### config.mk
export PLATFORM = sky130hd
export DESIGN_NAME = charge_path_protection_controller
export DESIGN_NICKNAME = d
export VERILOG_FILES = /design/src/rtl/charge_guard_pkg.sv /design/src/rtl/blank_filter.sv /design/src/rtl/charge_path_protection_controller.sv
export SDC_FILE = /design/constraint.sdc
export NUM_CORES = 1
export LEC_CHECK = 0
export BUFFER_PORTS_ARGS = -buffer_cell sky130_fd_sc_hd__buf_4
export CELL_PAD_IN_SITES_DETAIL_PLACEMENT = 1
export CELL_PAD_IN_SITES_GLOBAL_PLACEMENT = 2
export CORE_UTILIZATION = 35
export DETAILED_ROUTE_END_ITERATION = 10
export PLACE_DENSITY = 0.8
export SLEW_MARGIN = 20
export SYNTH_ARGS = -nofsm -noshare
export SYNTH_HDL_FRONTEND = slang
export SYNTH_SLANG_ARGS = --single-unit
### constraint.sdc
create_clock -name clk -period 2.6 [get_ports clk]
set_input_delay 0.13 -clock clk [delete_from_list [all_inputs] [get_ports clk]]
set_output_delay 0.13 -clock clk [all_outputs]
set_load 0.01 [all_outputs]
### src/rtl/charge_guard_pkg.sv
// package: constants and carrier types for the charge path protection block
package charge_guard_pkg;

  // ----------------------------------------------------------------
  // timing
  // ----------------------------------------------------------------
  localparam int CLK_PERIOD_NS       = 10;
  localparam int STARTUP_DELAY_MS    = 10;
  localparam int STARTUP_DELAY_CYC   =
    (STARTUP_DELAY_MS * 1000000 + CLK_PERIOD_NS - 1) / CLK_PERIOD_NS;
  localparam int OVIN_RESPONSE_US    = 1;
  localparam int OVIN_RESPONSE_CYC   =
    (OVIN_RESPONSE_US * 1000) / CLK_PERIOD_NS;
  localparam int BATT_BLANK_US       = 180;
  localparam int BATT_BLANK_CYC      =
    (BATT_BLANK_US * 1000 + CLK_PERIOD_NS - 1) / CLK_PERIOD_NS;
  localparam int OCUR_BLANK_NS       = 2000;
  localparam int OCUR_BLANK_CYC      =
    (OCUR_BLANK_NS + CLK_PERIOD_NS - 1) / CLK_PERIOD_NS;
  localparam int TICK_PERIOD_NS      = 1000;
  localparam int TICK_CYC            = TICK_PERIOD_NS / CLK_PERIOD_NS;
  localparam int HICCUP_RETRY_US     = 1000;
  localparam int RAMP_STEP_TICKS     = 4;

  // ----------------------------------------------------------------
  // widths and reset values
  // ----------------------------------------------------------------
  localparam int    CNT_W            = 24;
  localparam int    GATE_W           = 8;
  localparam int    EVENT_W          = 4;
  localparam logic [GATE_W-1:0]  GATE_OFF  = 8'h00;
  localparam logic [GATE_W-1:0]  GATE_FULL = 8'hff;
  localparam logic [EVENT_W-1:0] EVENT_LAST = 4'hf;
  localparam logic [EVENT_W-1:0] EVENT_RST  = 4'h0;

  // ----------------------------------------------------------------
  // carriers
  // ----------------------------------------------------------------
  typedef struct packed {
    logic input_overvoltage_comparator;
    logic overcurrent_comparator;
    logic battery_overvoltage_comparator;
    logic temp_rising_limit;
    logic temp_falling_limit;
  } sense_t;

  typedef struct packed {
    logic overvoltage_trip;
    logic battery_trip;
    logic overcurrent_trip;
    logic thermal_trip;
  } trip_t;

  typedef enum logic [4:0] {
    ST_OFF     = 5'b00001,
    ST_DELAY   = 5'b00010,
    ST_RAMP    = 5'b00100,
    ST_ON      = 5'b01000,
    ST_LOCKED  = 5'b10000
  } state_t;

endpackage

### src/rtl/blank_filter.sv
// module: qualifies a comparator level after a blanking time
`timescale 1ns/1ns
module blank_filter
  import charge_guard_pkg::*;
#(
  parameter int BLANK_CYC = 2
) (
  // clock and reset
  input  wire logic clk,
  input  wire logic resetn,
  // comparator level in, qualified level out
  input  wire logic level_in,
  output logic      confirmed
);

  logic [CNT_W-1:0] count;
  wire              at_end = (count == CNT_W'(BLANK_CYC - 1));

  always_ff @(posedge clk) begin
    if (!resetn || !level_in) begin
      count     <= '0;
      confirmed <= 1'b0;
    end else if (at_end) begin
      confirmed <= 1'b1;
    end else begin
      count <= count + CNT_W'(1);
    end
  end

endmodule

### src/rtl/charge_path_protection_controller.sv
// module: sequencing and fault control for the series power switch
`timescale 1ns/1ns

// Function
// - switch off until supply valid rises
// - settle delay after supply valid, then soft-start
// - soft-start ramps switch drive in steps
// - input overvoltage removes drive within one microsecond
// - after input overvoltage, redo delay and soft-start
// - overvoltage at delay end blocks switch enable
// - battery overvoltage confirmed after blanking interval
// - sixteenth battery event latches switch off
// - only supply cycle clears counter and latch
// - overcurrent hiccups off and retries until clear
// - thermal trip holds off until falling limit
// - alarm low while an overvoltage, battery or overcurrent trip is active (not thermal)
// - overcurrent shorter than blanking is ignored
module charge_path_protection_controller
  import charge_guard_pkg::*;
#(
  parameter int STARTUP_CYC = STARTUP_DELAY_CYC,
  parameter int TICK_LEN    = TICK_CYC,
  parameter int RETRY_TICKS = HICCUP_RETRY_US,
  parameter int RAMP_TICKS  = RAMP_STEP_TICKS,
  parameter int BATT_BLANK  = BATT_BLANK_CYC
) (
  // clock and supply-valid reset
  input  wire logic              clk,
  input  wire logic              resetn,
  // comparators and temperature detector
  input  wire sense_t            sense,
  // power switch gate drive
  output logic [GATE_W-1:0]      series_power_switch,
  output logic                   switch_enable,
  // host alarm, open drain
  output logic                   alarm_n_out,
  output logic                   alarm_n_oe,
  // status
  output trip_t                  trips,
  output logic [EVENT_W-1:0]     battery_event_count
);

  // ----------------------------------------------------------------
  // state
  // ----------------------------------------------------------------
  state_t            state;
  state_t            next_state;
  logic [CNT_W-1:0]  delay_count;
  logic [CNT_W-1:0]  tick_count;
  logic [CNT_W-1:0]  step_count;
  logic [CNT_W-1:0]  retry_count;
  logic              thermal_hold;
  logic              ocur_hold;
  logic              batt_seen;
  logic              batt_ok;
  logic              ocur_ok;
  logic [GATE_W-1:0] next_gate;

  // one-count advance shared by the timebase and interval counters
  function automatic logic [CNT_W-1:0] inc(input logic [CNT_W-1:0] v);
    return v + CNT_W'(1);
  endfunction

  // ----------------------------------------------------------------
  // blanking filters
  // ----------------------------------------------------------------
  blank_filter #(.BLANK_CYC(BATT_BLANK)) u_batt_blank (
    .clk       (clk),
    .resetn    (resetn),
    .level_in  (sense.battery_overvoltage_comparator),
    .confirmed (batt_ok)
  );

  blank_filter #(.BLANK_CYC(OCUR_BLANK_CYC)) u_ocur_blank (
    .clk       (clk),
    .resetn    (resetn),
    .level_in  (sense.overcurrent_comparator),
    .confirmed (ocur_ok)
  );

  // ----------------------------------------------------------------
  // decode
  // ----------------------------------------------------------------
  wire ovin       = sense.input_overvoltage_comparator;
  wire tick       = (tick_count == CNT_W'(TICK_LEN - 1));
  wire delay_done = (delay_count == CNT_W'(STARTUP_CYC - 1));
  wire step_due   = tick && (step_count == CNT_W'(RAMP_TICKS - 1));
  wire retry_done = tick && (retry_count == CNT_W'(RETRY_TICKS - 1));
  wire batt_event = batt_ok && !batt_seen;
  wire lock_now   = batt_event && (battery_event_count == EVENT_LAST);
  wire ramp_full  = (series_power_switch == GATE_FULL);
  wire block_on   = ovin || thermal_hold || ocur_hold || batt_ok;
  wire any_alarm  = ovin || batt_ok || ocur_hold;

  // ----------------------------------------------------------------
  // next state
  // ----------------------------------------------------------------
  always_comb begin
    next_state = state;
    case (state)
      ST_OFF:    next_state = ST_DELAY;
      ST_DELAY: begin
        if (ovin) begin
          next_state = ST_DELAY;
        end else if (delay_done && !block_on) begin
          next_state = ST_RAMP;
        end
      end
      ST_RAMP: begin
        if (block_on) begin
          next_state = ST_DELAY;
        end else if (ramp_full) begin
          next_state = ST_ON;
        end
      end
      ST_ON: begin
        if (block_on) begin
          next_state = ST_DELAY;
        end
      end
      ST_LOCKED: next_state = ST_LOCKED;
      default:   next_state = ST_OFF;
    endcase
    if (lock_now) begin
      next_state = ST_LOCKED;
    end
  end

  // drive: immediate cut, one step per ramp interval
  always_comb begin
    next_gate = series_power_switch;
    if (next_state != ST_RAMP && next_state != ST_ON) begin
      next_gate = GATE_OFF;
    end else if (state == ST_RAMP && step_due && !ramp_full) begin
      next_gate = series_power_switch + GATE_W'(1);
    end
  end

  // ----------------------------------------------------------------
  // registers
  // ----------------------------------------------------------------
  always_ff @(posedge clk) begin
    if (!resetn) begin
      state               <= ST_OFF;
      series_power_switch <= GATE_OFF;
      switch_enable       <= 1'b0;
      battery_event_count <= EVENT_RST;
      batt_seen           <= 1'b0;
    end else begin
      state               <= next_state;
      series_power_switch <= next_gate;
      switch_enable       <= (next_state == ST_RAMP) ||
                             (next_state == ST_ON);
      batt_seen           <= batt_ok;
      if (batt_event && battery_event_count != EVENT_LAST) begin
        battery_event_count <= battery_event_count + EVENT_W'(1);
      end
    end
  end

  // timebase and counters
  always_ff @(posedge clk) begin
    if (!resetn) begin
      tick_count  <= '0;
      delay_count <= '0;
      step_count  <= '0;
    end else begin
      tick_count  <= tick ? '0 : inc(tick_count);
      if (state != ST_DELAY || block_on) begin
        delay_count <= '0;
      end else if (!delay_done) begin
        delay_count <= inc(delay_count);
      end
      if (state != ST_RAMP || step_due) begin
        step_count <= '0;
      end else if (tick) begin
        step_count <= inc(step_count);
      end
    end
  end

  // hiccup and thermal holds
  always_ff @(posedge clk) begin
    if (!resetn) begin
      ocur_hold    <= 1'b0;
      retry_count  <= '0;
      thermal_hold <= 1'b0;
    end else begin
      if (ocur_ok && switch_enable) begin
        ocur_hold   <= 1'b1;
        retry_count <= '0;
      end else if (ocur_hold && retry_done) begin
        ocur_hold   <= 1'b0;
      end else if (ocur_hold && tick) begin
        retry_count <= inc(retry_count);
      end
      if (sense.temp_rising_limit) begin
        thermal_hold <= 1'b1;
      end else if (sense.temp_falling_limit) begin
        thermal_hold <= 1'b0;
      end
    end
  end

  // alarm and status
  always_ff @(posedge clk) begin
    if (!resetn) begin
      alarm_n_out <= 1'b0;
      alarm_n_oe  <= 1'b0;
      trips       <= '0;
    end else begin
      alarm_n_out <= 1'b0;
      alarm_n_oe  <= any_alarm;
      trips       <= '{overvoltage_trip: ovin,
                       battery_trip:     batt_ok,
                       overcurrent_trip: ocur_hold,
                       thermal_trip:     thermal_hold};
    end
  end

endmodule

# Word-level counts from Yosys, hierarchy flattened
# Cells that the tools add are included.
totals:
  register_bits: 171
  output_inout_bits: 19
classes:
  bitwise: 2
  n_eq_ne: 20
  reduce_logical: 36
  mux: 11
  add_sub_neg: 8
op_table:
  columns: ["op", "count"]
  rows:
  - ["$add 24x1->24 const B", 6]
  - ["$mux 5", 6]
  - ["$pmux 5 s5", 1]
  - ["$eq 24x10->1 const B", 1]
  - ["$eq 24x15->1 const B", 1]
  - ["$eq 24x2->1 const B", 1]
  - ["$eq 24x20->1 const B", 1]
  - ["$eq 24x7->1 const B", 1]
  - ["$eq 24x8->1 const B", 1]
  - ["$logic_and 1x1->1", 12]
  - ["$eq 5x3->1 const B", 2]
  - ["$eq 5x4->1 const B", 2]
  - ["$logic_or 1x1->1", 10]
  - ["$ne 5x3->1 const B", 2]
  - ["$reduce_or 2->1", 5]
  - ["$add 8x1->8 const B", 1]
  - ["$eq 8x8->1 const B", 1]
  - ["$logic_not 1->1", 6]
  - ["$eq 5x1->1 const B", 1]
  - ["$eq 5x2->1 const B", 1]
  - ["$eq 5x5->1 const B", 1]
  - ["$ne 5x2->1 const B", 1]
  - ["$ne 5x4->1 const B", 1]
  - ["$add 4x1->4 const B", 1]
  - ["6 further kinds", 11]

# Logic depth before layout (Yosys ltp)
depth:
  word_depth: 12
  depth_mapped: 9
  mapped_depth_nobuf: 6

# Modules after synthesis
# From an unflattened synthesis, not the netlist that was laid out.
unflattened:
  hier_cells: 990
  area_unflattened_um2: 8318.0
by_module_without_submodules:
  columns: ["module", "instances", "area_each_um2", "cells_per_inst"]
  rows:
  - ["charge_path_protection_controller", 1, 5863.1, 701]
  - ["blank_filter at u_batt_blank", 1, 1236.2, 145]
  - ["blank_filter at u_ocur_blank", 1, 1218.7, 144]

# Worst setup path after synthesis
# Ideal clock, no wire load.
synth_path:
  path_type: "register to register"
  start: "register tick_count[19]"
  end: "register series_power_switch[3]"
  stages_incl_launch_ff: 8
  required_ns: 2.519
  setup_ns: 0.081
  arrival_ns: 2.697
  setup_slack_ns: -0.178
  path_cell_list: "dfxtp_1 or4_1 or4_1 buf_2 or4_1 buf_2 or4_1 a22oi_1"
synth_via:
  elab_chain_cells: 4
synth_rtl:
  columns: ["item", "line_no", "source"]
  rows:
  - ["start, declared", "charge_path_protection_controller.sv:49", "logic [CNT_W-1:0] tick_count;"]
  - ["start signal, assigned", "charge_path_protection_controller.sv:168", "tick_count <= tick ? '0 : inc(tick_count);"]
  - ["$eq 24x7->1", "charge_path_protection_controller.sv:85", "wire tick = (tick_count == CNT_W'(TICK_LEN - 1));"]
  - ["$logic_and 1x1->1", "charge_path_protection_controller.sv:87", "wire step_due = tick && (step_count == CNT_W'(RAMP_TICKS - 1));"]
  - ["$logic_and 1x1->1 (2 in series)", "charge_path_protection_controller.sv:134", "end else if (state == ST_RAMP && step_due && !ramp_full) begin"]
  - ["end signal, assigned", "charge_path_protection_controller.sv:151", "series_power_switch <= next_gate;"]
  - ["end, declared", "charge_path_protection_controller.sv:33", "output logic [GATE_W-1:0] series_power_switch,"]
# No other way between the ends.
# A chain may end at the register's enable or synchronous reset.

# Worst setup path in the final report
layout_path:
  start: "register tick_count[20]"
  end: "register step_count[5]"
layout_via:
  elab_chain_cells: 4
layout_rtl:
  columns: ["item", "line_no", "source"]
  rows:
  - ["$eq 24x7->1 (*)", "charge_path_protection_controller.sv:85", null]
  - ["$logic_and 1x1->1", "charge_path_protection_controller.sv:87", null]
  - ["$logic_or 1x1->1", "charge_path_protection_controller.sv:174", "if (state != ST_RAMP || step_due) begin"]
  - ["$reduce_or 2->1 (no line)", null, null]
  - ["end signal, assigned", "charge_path_protection_controller.sv:177", "step_count <= inc(step_count);"]
  - ["end, declared", "charge_path_protection_controller.sv:50", "logic [CNT_W-1:0] step_count;"]
# Every way passes the cells marked *; elsewhere a longest branch is shown, timed or not.

==> reports/metrics.csv <==
metric,value,unit
status,"complete, no violations",
startpoint types,flop,
XOR/XNOR Fraction of Synth Area,7.821,%
main combinational cell family by area after synthesis,simple AND/OR/NAND/NOR gates,
syn nets,996,
# DRC,0,
Worst Max-Slew Pin Slew,0.8788,ns
Starting Density,35.89,%
Flop pwr share,50.1,%
first-pass GRT wire length,35.65,mm
area taken by multi-input logic gates,0.004511,mm^2
Bufs and invs on worst path,2,
worst hold start,resetn,
Worst Reg-to-Reg Cells,7,
Die ar.,0.02397,mm^2
Die W,154.8,um
FF/Latch Area,0.003425,mm^2
via count,7349,
Synth Area in Compound Gates,13.33,%
fin util,42.02,%
Leak,3.133,nW
"Remaining Overflow, GRT",0,
DP HPWL,14.42,mm
Worst VDD drop,0.0003732,V
Final GP Congestion,0.7631,
Via density,5.428,
final critical-path share of the clock period,96.59,%
Syn Area/Cell,8.334,um^2
"CP delay by family, top",simple AND/OR/NAND/NOR gates,
crit-path most repeated cell,or4_4,
Initial DRC Count,293,
# port buffers,24,
"EDFF count, synth",0,
P_sw,1.247,mW
max-cap violations,0,
YS warnings,0,
min Tclk post-route,2.511,ns
Tot GR Track Use,18.20,%
CTS tree,done,
Comb power frac,2.7,%
layout cells sized above 1,11.24,%
register bit total from synthesis,171,
diodes inserted,0,
gate count of the mapped netlist,981,
Clock Latency Late Sink,0.43,ns
core area,0.02278,mm^2
die height,154.8,um
kind of critical path,flop to flop,
Worst Skew,0.02065,ns
Ports,26,
clock sink total,171,
post-synthesis sequential area ratio,41.87,%
Clock power frac,47.2,%
synthesis-to-layout area growth,17.08,%
hold path endpoint,state[0],
ys async rst share,0,%
Core Rows,55,
Slowest Stage Delay on Critical Path,0.52,ns
fmax,398.2,MHz
final antenna-violating net count,0,
Power per Cell Area,555.9,mW/mm^2
Slew Limit Headroom,41.15,%
worst reg2reg path endpoint,step_count[5],
Synth Area in Simple Gates,31.14,%
setup violators final,0,
final setup TNS,0,ns
H-Tree Depth,4,
internal power,4.074,mW
Netlist cell types,53,
Reg2Reg Setup Slack,0.09,ns
first drt pass iteration count,4,
data required time of the worst path,2.91,ns
hold depth,2,
crit path max fanout,24,
initial antenna violation count,0,
Filler cells,2712,
Synth Cell Area,0.008175,mm^2
"Data arrival, critical path",2.82,ns
ranking of synthesized cells by area,"dfxtp_1 (42%), nor2_1 (5.1%), xor2_1 (4.7%)",
mux cell area share after synthesis,1.117,%
RSZ-0062 raised after global routing,false,
Inserted Clock Buffers,17,
cells along the critical path,or4_4 > or4_4 > or4_4 > buf_4 > nand3_1 > buf_12 > nor2_1,
most frequent cell after synthesis,dfxtp_1,
dominant cell type by area after synthesis,dfxtp_1,
average wire per standard cell,15.41,um
reg2reg start,tick_count[20],
Final Max Slew Viols,0,
CTS Buffer Depth,2,
Synth top area share,41.87,%
Worst Hold Class,primary input to flop,
Synth Area in Adders,1.224,%
Final Routed Wirelength,20.87,mm
vias in the first global route,7298,
slowest CP cell,or4_4,
"Reg clk slew, reported paths",0.06,ns
Fin. Hold Viols,0,
top_reg_cell synth,dfxtp_1,
clk root buf,clkbuf_16,
largest net degree at the start of global routing,37,
NumNets Final,1043,
most frequent cells after synthesis,"dfxtp_1 (171), nor2_1 (111), nand2_1 (63)",
Net Sw Frac,23.44,%
Worst Setup End Kind,flop,
-- registers in the layout, indices dropped and copies added (netlist names) --
signal and flops:
switch_enable 1, ocur_hold 1, trips 4, series_power_switch 8, alarm_n_oe 1, u_batt_blank.confirmed 1, delay_count 24, u_ocur_blank.confirmed 1
tick_count 24, thermal_hold 1, retry_count 24, battery_event_count 4, state 5, step_count 24, u_ocur_blank.count 24, u_batt_blank.count 24
-- worst max path at each step --
| stage | startpoint | endpoint | slack, ns | cells past startpoint |
|---|---|---|---|---|
| final | tick_count[20] | step_count[5] | 0.09 | 7 |
| after global routing | tick_count[20] | series_power_switch[0] | 0.01 | 6 |
| after CTS | tick_count[20] | step_count[5] | 0.004 | 7 |
| after detailed placement | tick_count[18] | series_power_switch[6] | -0.02 | 5 |
| after global placement | tick_count[18] | series_power_switch[6] | 0.07 | 5 |
| after floorplan | retry_count[13] | retry_count[3] | 0.03 | 7 |
-- kinds of logic (layout without fill, tap and decap cells) --
kind of cell	after synthesis	after routing
buffers and inverters	69	129
and+or+nand+nor	475	475
DFF	171	171
AOI/OAI and AO/OA	175	175
xor gates and xnor gates	73	73
muxes	9	9
adders and majority gates	8	8
other	1	1
-- power by group through the flow --
| stage | logic, mW | clock network, mW | registers [mW] |
|---|---|---|---|
| 2_1_floorplan | 0.109 | 0 | 2.70 |
| 4_1_cts | 0.148 | 2.59 | 2.66 |
| 6_report | 0.145 | 2.51 | 2.66 |
| 5_1_grt | 0.162 | 2.70 | 2.67 |
| 3_5_place_dp | 0.142 | 0 | 2.72 |
| 3_3_place_gp | 0.138 | 0 | 2.72 |
-- final cells by class --
class	count	area share (%)
Clock buffer	20	4.771
Clock inverter	12	1.203
Inverter	24	0.9412
Multi-Input combinational cell	741	47.12
Sequential cell	171	35.78
Tap cell	313	4.092
Timing Repair Buffer	73	6.092
-- layout by cell type, fill, tap and decap left out, types with 14 or more instances in the layout --
cell type | synthesis | layout
xor2_1 | 44 | 44
and2_1 | 14 | 14
or3_1 | 40 | 39
buf_4 | 2 | 67
nor3_1 | 21 | 21
and3_1 | 24 | 24
o31ai_1 | 26 | 25
nor4_1 | 37 | 36
xnor2_1 | 29 | 29
a21oi_1 | 59 | 59
nand2_1 | 63 | 63
nor2_1 | 111 | 111
clkbuf_16 | 0 | 17
or4_1 | 34 | 31
nand4_1 | 38 | 38
o21ai_0 | 40 | 40
dfxtp_1 | 171 | 170
inv_1 | 24 | 24
nand3_1 | 59 | 59
-- per-layer routing --
layer	vias to the layer above	wire length (um)	GRT usage (%)
li1	3701	-	-
met1	3585	10660	24.34
met2	57	9647	30.08
met3	6	452	3.586
met4	0	108	4.243
met5	-	0	0
-- timing repair --
item	in CTS	in global routing
endpoints found under the hold margin	3	0
endpoints found under the setup margin	1	31
buffers inserted	2	0
hold buffers	4	0
pin swaps	1	2
resized for setup	2	5
-- per-stage QoR --
stage	worst slack [ns]	total power [mW]	instance area (um^2)	hold WS (ns)	cells
6_report	0.08858	5.321	9572	0.04584	1354
5_1_grt	0.009614	5.532	9572	0.04195	1354
4_1_cts	0.004138	5.400	9545	0.03819	1354
3_5_place_dp	-0.02151	2.866	8915	0.3474	1316
3_3_place_gp	0.06769	2.861	8915	0.3379	1316
2_1_floorplan	0.02555	2.813	8193	0.2474	981
(Power assumes the default switching activity.)
